### src/rtl/mss_regs.svh
// Register map, field positions and reset values of the mode supervisor
`ifndef MSS_REGS_SVH
`define MSS_REGS_SVH
`define MSS_BLK_PAGE 8'h02
`define MSS_NBLK_PAGE 8'h03
`define MSS_OFS_VIE 8'h04
`define MSS_OFS_WSR 8'h14
`define MSS_OFS_OMC 8'h16
`define MSS_VIE_RST 8'h00
`define MSS_OMC_RST 8'h00
`define MSS_VIE_ROV 4
`define MSS_VIE_HT 3
`define MSS_VIE_HV 2
`define MSS_VIE_LV 1
`define MSS_VIE_LB 0
`define MSS_VIE_MSB 4
`define MSS_OMC_MSB 1
`define MSS_SYNC_STAGES 2
`endif

### src/rtl/mss_pkg.sv
// Types shared by the mode and supply supervisor
package mss_pkg;
  typedef enum logic [1:0] {
    MODE_WAKE = 2'b00,
    MODE_STOP = 2'b01,
    MODE_SLEEP = 2'b10,
    MODE_NORMAL = 2'b11
  } mss_mode_t;
  typedef enum logic [2:0] {
    ST_DOWN = 3'b000,
    ST_RAMP = 3'b001,
    ST_NORM = 3'b010,
    ST_STOP = 3'b011,
    ST_SLEEP = 3'b100
  } mss_state_t;
  typedef struct packed {
    logic valid;
    logic wr;
    logic [15:0] addr;
    logic [7:0] wdata;
  } mss_bus_req_t;
  typedef struct packed {
    logic ack;
    logic err;
    logic [7:0] rdata;
  } mss_bus_rsp_t;
  typedef struct packed {
    logic io_ok;
    logic core_ok;
    logic [4:0] warn;
    logic [7:0] wake;
  } mss_sense_t;
endpackage

### src/rtl/mss_supervisor.sv
// Operating-mode control, regulator sequencing and warning interrupt gating
`timescale 1ns/1ps
`include "mss_regs.svh"

// Summary of operation
// Mode code 01 starts Stop transition
// Mode code 10 enters Sleep, regulators off
// Code 00 wakes from Stop; 11 is Normal
// Host reads wake source before next Stop
// Host waits two clocks after that read
// Watchdog runs in Normal only, initial period
// Core regulator enabled after I/O supply good
// Reset released once core supply good
// I/O supply low: core off, discharge, reset
// Bit 4 enables regulator overvoltage interrupt
// Bit 3 enables high temperature interrupt
// Bit 2 enables high-side high voltage interrupt
// Bit 1 enables main supply low voltage interrupt
// Bit 0 enables low battery interrupt
// Decode at blocking and non-blocking bases
// Interrupt only in Normal, held until acknowledged
// Sleep wake restarts via reset; Stop wake interrupts
// Warnings raise interrupt only when enabled
module mss_supervisor
  import mss_pkg::*;
(
  input wire logic sys_clk_i,
  input wire logic rst_i,
  input wire logic ce_i,
  input wire mss_bus_req_t bus_req_i,
  output mss_bus_rsp_t bus_rsp_o,
  input wire mss_sense_t sense_i,
  input wire logic irq_ack_i,
  input wire logic wdog_kick_i,
  output logic io_reg_en_o,
  output logic core_reg_en_o,
  output logic core_dis_o,
  output logic rst_out_n_o,
  output logic irq_o,
  output logic wdog_run_o,
  output logic wdog_init_o,
  output mss_state_t state_o
);

  localparam int SW = $bits(mss_sense_t);

  logic [SW-1:0] sync1_ff;
  logic [SW-1:0] sync2_ff;
  mss_sense_t sns;
  mss_state_t st_ff;
  mss_state_t nxt_st;
  logic [7:0] vie_ff;
  logic [7:0] nxt_vie;
  logic [`MSS_OMC_MSB:0] omc_ff;
  logic [7:0] wsr_ff;
  logic [7:0] nxt_wsr;
  logic armed_ff;
  logic nxt_armed;
  logic [`MSS_VIE_MSB:0] pend_ff;
  logic [`MSS_VIE_MSB:0] nxt_pend;
  logic wake_irq_ff;
  logic nxt_wake_irq;
  logic wdi_ff;
  logic nxt_wdi;
  mss_bus_rsp_t rsp_ff;
  mss_bus_rsp_t nxt_rsp;

  // Two-stage synchroniser for comparator and wake pins
  always_ff @(posedge sys_clk_i) begin
    if (rst_i) begin
      sync1_ff <= '0;
      sync2_ff <= '0;
    end else if (ce_i) begin
      sync1_ff <= sense_i;
      sync2_ff <= sync1_ff;
    end
  end
  assign sns = mss_sense_t'(sync2_ff);

  // Address decode on both windows
  wire page_hit = (bus_req_i.addr[15:8] == `MSS_BLK_PAGE)
                | (bus_req_i.addr[15:8] == `MSS_NBLK_PAGE);
  wire [7:0] ofs = bus_req_i.addr[7:0];
  wire acc = bus_req_i.valid & page_hit & ce_i;
  wire sel_vie = acc & (ofs == `MSS_OFS_VIE);
  wire sel_wsr = acc & (ofs == `MSS_OFS_WSR);
  wire sel_omc = acc & (ofs == `MSS_OFS_OMC);
  wire mapped = sel_vie | sel_wsr | sel_omc;
  wire vie_wr = sel_vie & bus_req_i.wr;
  wire omc_wr = sel_omc & bus_req_i.wr;
  wire wsr_rd = sel_wsr & ~bus_req_i.wr;
  wire mss_mode_t wsel = mss_mode_t'(bus_req_i.wdata[`MSS_OMC_MSB:0]);
  wire any_wake = |sns.wake;

  // Mode commands
  wire cmd_stop = omc_wr & (wsel == MODE_STOP) & armed_ff;
  wire cmd_sleep = omc_wr & (wsel == MODE_SLEEP);
  wire cmd_wake = omc_wr & (wsel == MODE_WAKE);

  // Mode and supply sequencing
  always_comb begin
    nxt_st = st_ff;
    case (st_ff)
      ST_DOWN: begin
        if (sns.io_ok) nxt_st = ST_RAMP;
      end
      ST_RAMP: begin
        if (!sns.io_ok) nxt_st = ST_DOWN;
        else if (sns.core_ok) nxt_st = ST_NORM;
      end
      ST_NORM: begin
        if (!sns.io_ok) nxt_st = ST_DOWN;
        else if (cmd_sleep) nxt_st = ST_SLEEP;
        else if (cmd_stop) nxt_st = ST_STOP;
      end
      ST_STOP: begin
        if (!sns.io_ok) nxt_st = ST_DOWN;
        else if (cmd_sleep) nxt_st = ST_SLEEP;
        else if (cmd_wake || any_wake) nxt_st = ST_NORM;
      end
      ST_SLEEP: begin
        if (any_wake) nxt_st = ST_DOWN;
      end
      default: nxt_st = ST_DOWN;
    endcase
  end

  // Stop re-arm, wake source capture and register writes
  wire stop_woke = (st_ff == ST_STOP) & (nxt_st == ST_NORM);
  wire low_pwr = (st_ff == ST_STOP) | (st_ff == ST_SLEEP);
  // A wake landing in the read cycle keeps Stop disarmed
  assign nxt_armed = stop_woke ? 1'b0 : (wsr_rd ? 1'b1 : armed_ff);
  assign nxt_wsr = (wsr_rd ? 8'h00 : wsr_ff) | (low_pwr ? sns.wake : 8'h00);
  assign nxt_vie = vie_wr ? {3'h0, bus_req_i.wdata[`MSS_VIE_MSB:0]} : vie_ff;

  // Sticky warning flags, set wins over acknowledge
  wire [`MSS_VIE_MSB:0] warn_en = sns.warn & vie_ff[`MSS_VIE_MSB:0];
  assign nxt_pend = (irq_ack_i ? 5'h00 : pend_ff) | warn_en;
  assign nxt_wake_irq = stop_woke | (wake_irq_ff & ~irq_ack_i);

  // Watchdog initial period runs from Normal entry until first kick
  wire enter_norm = (st_ff != ST_NORM) & (nxt_st == ST_NORM);
  assign nxt_wdi = enter_norm | (wdi_ff & ~wdog_kick_i & (st_ff == ST_NORM));

  // Read mux and response
  wire [7:0] rd_mux = sel_vie ? vie_ff
                    : sel_wsr ? wsr_ff
                    : sel_omc ? {6'h00, omc_ff} : 8'h00;
  assign nxt_rsp.ack = acc;
  assign nxt_rsp.err = acc & ~mapped;
  assign nxt_rsp.rdata = bus_req_i.wr ? 8'h00 : rd_mux;

  // State registers
  always_ff @(posedge sys_clk_i) begin
    if (rst_i) begin
      st_ff <= ST_DOWN;
      vie_ff <= `MSS_VIE_RST;
      omc_ff <= '0;
      wsr_ff <= 8'h00;
      armed_ff <= 1'b1;
      pend_ff <= '0;
      wake_irq_ff <= 1'b0;
      wdi_ff <= 1'b0;
      rsp_ff <= '0;
    end else if (ce_i) begin
      st_ff <= nxt_st;
      vie_ff <= nxt_vie;
      if (omc_wr) omc_ff <= bus_req_i.wdata[`MSS_OMC_MSB:0];
      wsr_ff <= nxt_wsr;
      armed_ff <= nxt_armed;
      pend_ff <= nxt_pend;
      wake_irq_ff <= nxt_wake_irq;
      wdi_ff <= nxt_wdi;
      rsp_ff <= nxt_rsp;
    end
  end

  // Outputs decoded from the mode state
  wire norm = (st_ff == ST_NORM);
  assign io_reg_en_o = (st_ff != ST_SLEEP);
  assign core_reg_en_o = (st_ff == ST_RAMP) | norm | (st_ff == ST_STOP);
  assign core_dis_o = ~core_reg_en_o;
  assign rst_out_n_o = norm | (st_ff == ST_STOP);
  assign irq_o = norm & ((|pend_ff) | wake_irq_ff);
  assign wdog_run_o = norm;
  assign wdog_init_o = wdi_ff & norm;
  assign state_o = st_ff;
  assign bus_rsp_o = rsp_ff;
endmodule

### config.mk
export PLATFORM = sky130hd
export DESIGN_NAME = mss_supervisor
export DESIGN_NICKNAME = d
export VERILOG_FILES = /design/src/rtl/mss_pkg.sv /design/src/rtl/mss_supervisor.sv
export VERILOG_INCLUDE_DIRS = /design/src /design/src/rtl
export SDC_FILE = /design/constraint.sdc
export NUM_CORES = 1
export LEC_CHECK = 0
export ABC_AREA = 1
export CAP_MARGIN = 0
export CORE_ASPECT_RATIO = 0.9
export CORE_MARGIN = 5
export CORE_UTILIZATION = 35
export DETAILED_ROUTE_END_ITERATION = 10
export DONT_BUFFER_PORTS = 1
export PLACE_DENSITY = 0.49
export SETUP_SLACK_MARGIN = 0.02
export SLEW_MARGIN = 25
export SYNTH_ARGS = -nofsm -noshare
export SYNTH_HDL_FRONTEND = slang
export SYNTH_SLANG_ARGS = --single-unit
### constraint.sdc
create_clock -name sys_clk_i -period 1.5 [get_ports sys_clk_i]
set_clock_uncertainty 0.05 [all_clocks]
set_input_delay 0.3 -clock sys_clk_i [delete_from_list [all_inputs] [get_ports sys_clk_i]]
set_output_delay 0.3 -clock sys_clk_i [all_outputs]
set_load 0.05 [all_outputs]
# After elaboration in Yosys (flattened, before gate mapping)
# Cells that the tools add are included.
# Widths: inputs -> output; s select.
word_totals:
  ff_bits: 66
  inputBits: 46
  elab_cells: 94
classes:
  n_eq_ne: 14
  muxes: 20
  bitwise: 38
  n_reduce_logical: 9
ops:
  columns: ["operator", "count"]
  rows:
  - ["$mux 8", 5]
  - ["$mux 3", 10]
  - ["$and 1x1->1", 20]
  - ["$eq 8x2->1 const B", 2]
  - ["$eq 8x5->1 const B", 2]
  - ["$pmux 3 s5", 1]
  - ["$or 1x1->1", 10]
  - ["$eq 3x2->1 const B", 3]
  - ["$eq 8x3->1 const B", 1]
  - ["$or 8x8->8", 1]
  - ["$reduce_or 8->1", 1]
  - ["$reduce_and 2->1", 3]
  - ["$and 5x5->5", 1]
  - ["$mux 5", 1]
  - ["$not 1->1", 5]
  - ["$or 5x5->5", 1]
  - ["$reduce_or 5->1", 1]
  - ["$eq 3x1->1 const B", 1]
  - ["$eq 3x3->1 const B", 1]
  - ["$logic_not 3->1", 1]
  - ["$ne 3x2->1 const B", 1]
  - ["$ne 3x3->1 const B", 1]
  - ["$eq 2x1->1 const B", 1]
  - ["$eq 2x2->1 const B", 1]
  - ["other kinds (5)", 6]

# Longest topological paths before layout
depth:
  ltp_word: 16
  ltp_mapped: 14
  depth_no_buf: 13

# Worst setup path before layout
# No wires, ideal clock.
synth_timing:
  kind: "register -> output"
  start: "register st_ff[0] (netlist: state_o[0])"
  end: "output core_dis_o"
  t_arrival_ns: 2.008
  path_slack_ns: -0.858
  path_stages_with_launch: 4
  n_path_buf: 0
  path_cell_list: "dfxtp_1 -> nor2_1 -> nor2_1 -> inv_1"
synth_via:
  elab_chain_cells: 4
  word_cells_on_any_way: 6
  classes_between: "3 x eq/ne; 3 x bitwise"
synth_lines:
  columns: ["element", "line_no", "rtl"]
  rows:
  - ["from (decl)", "mss_supervisor.sv:50", "mss_state_t st_ff;"]
  - ["from (signal assigned)", "mss_supervisor.sv:166", "st_ff <= nxt_st;"]
  - ["$eq 3x1->1 or $eq 3x2->1 (tied branches)", "mss_supervisor.sv:181, mss_supervisor.sv:179", null]
  - ["$or 1x1->1", "mss_supervisor.sv:181", "assign core_reg_en_o = (st_ff == ST_RAMP) | norm | (st_ff == ST_STOP);"]
  - ["$or 1x1->1 *", "mss_supervisor.sv:181", null]
  - ["net core_reg_en_o", "mss_supervisor.sv:36", "output logic core_reg_en_o,"]
  - ["$not 1->1 *", "mss_supervisor.sv:182", "assign core_dis_o = ~core_reg_en_o;"]
  - ["to (decl)", "mss_supervisor.sv:37", "output logic core_dis_o,"]
# Mark *: on every way through the listed nets, which the timed path passes. The rest lies on a longest branch.

# Worst setup path in the final report
layout_timing:
  start: "register wake_irq_ff"
  end: "output irq_o"
layout_via:
  elab_chain_cells: 2
layout_lines:
  columns: ["element", "line_no", "rtl"]
  rows:
  - ["from (decl)", "mss_supervisor.sv:61", "logic wake_irq_ff;"]
  - ["from (signal assigned)", "mss_supervisor.sv:172", "wake_irq_ff <= nxt_wake_irq;"]
  - ["$or 1x1->1", "mss_supervisor.sv:184", "assign irq_o = norm & ((|pend_ff) | wake_irq_ff);"]
  - ["$and 1x1->1", "mss_supervisor.sv:184", null]
  - ["to (decl)", "mss_supervisor.sv:39", "output logic irq_o,"]
# Every way passes these cells.

==> results.tsv <==
metric	value	unit
status	complete, but fails checks	
violated checks	negative setup slack	
endpoint class of the critical path	primary output	
P_sw	0.975	mW
drt wl/cell	13.9	µm
Yosys Warn Count	0	
placer congestion estimate	0.772	
Int Pwr	2.94	mW
GR Overflow Total	0	
CP Launch Type	flip-flop	
Critical Path RT	1150	ps
Clk pwr share	0.415	
Total Power	3.91	mW
post-synthesis sequential area ratio	0.469	
Final period util	1.28	
vias per cell	4.97	
Max-slew headroom	0.651	
CTS clk-pin slew, worst paths	70	ps
RSZ-0062 raised after global routing	true	
Vias	2636	
multi-input logic area	0.00144	mm²
Slew @ Worst Pin	523	ps
row count	31	
final setup margin	-427	ps
CTS max path bufs	2	
CP Max Fanout	2	
Mapped Nets	421	
Routed Antenna Nets	0	
initial DRC count	82	
commonest cells after routing, fill and taps aside	nor2_1, dfxtp_1, buf_4	
area growth from synthesis to layout	33.9	%
fillers	793	
Vert. Die Dim	95.1	µm
largest net degree at the start of global routing	54	
Reg power frac	0.472	
power share of the combinational group	0.112	
htree depth	3	
crit path time final	1930	ps
Worst-Skew Late Latency	340	ps
post-synth cell types	39	
Hold Path Class	primary input to flip-flop	
CTS Buf Count	9	
Worst VDD drop	0.449	mV
switching share of total power	0.249	
DP HPWL	5.19	mm
WP data arrival	1580	ps
Slew Viols, Final	0	
commonest non-fill, non-tap cell in the layout	nor2_1	
root buffer cell	clkbuf_8	
post-route insts no fill	530	
pre-CTS setup slack	-181	ps
final hold violation count	0	
mapped cell area	0.00282	mm²
die area	0.00995	mm²
average size of a mapped cell	7.52	µm²
Yosys reg bits	66	
slowest stage cell, crit path	or4_4	
FMAX	0.519	GHz
layout cell share with drive strength beyond 1	0.281	
LEAKAGE	1.52	nW
maxcap violations	0	
PD cells	1040	mW/mm²
Overall Global Routing Usage	0.152	
Ant. Diodes	0	
Crit path max-delay family	simple AND/OR/NAND/NOR gates	
initial antenna violation count	0	
Total Wirelength	7.38	mm
Nets	473	
DP Cell Count	501	
Top Ports	66	
Post-Syn Instances	375	
TritonCTS clock tree	done	
residual DRC count	0	
WS Path Type	flip-flop to primary output	
CP max stage delay	530	ps
register area	0.00133	mm²
number of global-route vias before repair	2592	
clk sinks	66	
Core ar.	0.00795	mm²
CP bufs+invs	1	
# setup viols final	10	
1st-pass router iterations	4	
critical-path cell list	or4_4 > o31ai_2 > inv_2	
DIE WIDTH	105	µm
Buffers on Ports	0	
starting density of the core	0.355	
wire length of the first global-routing pass	12.2	mm
## kinds of logic (layout without fill, tap and decap cells)
| family | Yosys count | after routing | share of synthesized area |
|---|---|---|---|
| AO/OA/AOI/OAI | 82 | 82 | 0.167 |
| buffers and inverters | 48 | 104 | 0.0666 |
| flip-flops | 66 | 66 | 0.469 |
| AND/OR/NAND/NOR | 179 | 179 | 0.297 |
## path summary, 6_finish.rpt
kind / from / to / slack (ps) / cells after the start
setup / recovery: wake_irq_ff$_SDFFE_PP0P_ / irq_o / -430 / 3
hold / removal: sense_i[5] / sync1_ff[5]$_SDFFE_PP0P_ / 40 / 2
setup reg to reg: state_o[0]$_SDFFE_PP0P_ / armed_ff$_SDFFE_PP1P_ / -60 / 9
hold reg to reg: wsr_ff[5]$_SDFFE_PP0P_ / wsr_ff[5]$_SDFFE_PP0P_ / 410 / 2
## cell type report
type / count / share of cell area
multi-input combinational: 261 / 0.381
sequential: 66 / 0.353
timing repair buffer: 57 / 0.140
clock buffer: 13 / 0.0563
inverter: 32 / 0.0341
tap: 99 / 0.0328
clock inverter: 2 / 0.00331
## sequential cells by signal, indices dropped and copies added, names as in the netlist
signal	cells
sns	15
sync1_ff	15
bus_rsp_o	10
wsr_ff	8
pend_ff	5
vie_ff	5
state_o	3
omc_ff	2
armed_ff	1
wake_irq_ff	1
wdi_ff	1
## what timing repair did
action | in CTS | in global routing
endpoints found under the hold margin | 31 | 0
gates cloned | 0 | 0
buffers inserted | 9 | 4
hold buffers | 2 | 0
pin swaps | 8 | 11
setup endpoints to repair | 13 | 18
gates resized for setup | 29 | 12
## routing by layer
metal | vias to the layer above | part of all wire | track usage
met5 | - | 0 | 0
met4 | 0 | 0.0098 | 0.0415
met3 | 10 | 0.050 | 0.0494
met2 | 46 | 0.47 | 0.246
met1 | 1227 | 0.47 | 0.197
li1 | 1353 | - | -
## synthesized netlist by cell type, drive strengths merged
master    n  area, µm²
nor2     92        397
dfxtp    66       1320
nand2    48        190
o21ai    37        185
inv      31        116
a21oi    27        139
nand3    26        158
clkbuf   12       45.0
nand4     5       37.5
a211oi    4       30.0
buf       4       22.5
a32oi     3       26.3
o22ai     3       18.8
or2       3       18.8
nor4      2       12.5
o221ai    2       17.5
o31ai     2       20.0
a2111oi   1       8.76
clkinv    1       3.75
nand3b    1       7.51
nor3      1       10.0
o2111ai   1       8.76
o211a     1       10.0
o211ai    1       7.51
or4       1       7.51
## per-stage QoR
stage / util / cell area, µm² / hold slack [ps] / setup TNS [ps]
finish: 0.475 / 3770 / 38.3 / -1180
global route: 0.475 / 3770 / 29.6 / -2020
CTS: 0.467 / 3710 / 27.7 / -1200
detailed placement: 0.412 / 3280 / 324 / -911
global placement: 0.412 / 3280 / 323 / -730
floorplan: - / 2870 / 385 / -639
## power by group through the flow
stage | combinational, mW | clock (mW) | sequential, mW
after floorplan | 0.237 | 0 | 1.90
after global placement | 0.344 | 0 | 1.89
after detailed placement | 0.347 | 0 | 1.89
after CTS | 0.427 | 1.67 | 1.85
after global routing | 0.483 | 1.74 | 1.86
final | 0.439 | 1.63 | 1.85
No activity file was read; power rests on OpenSTA's default activity.
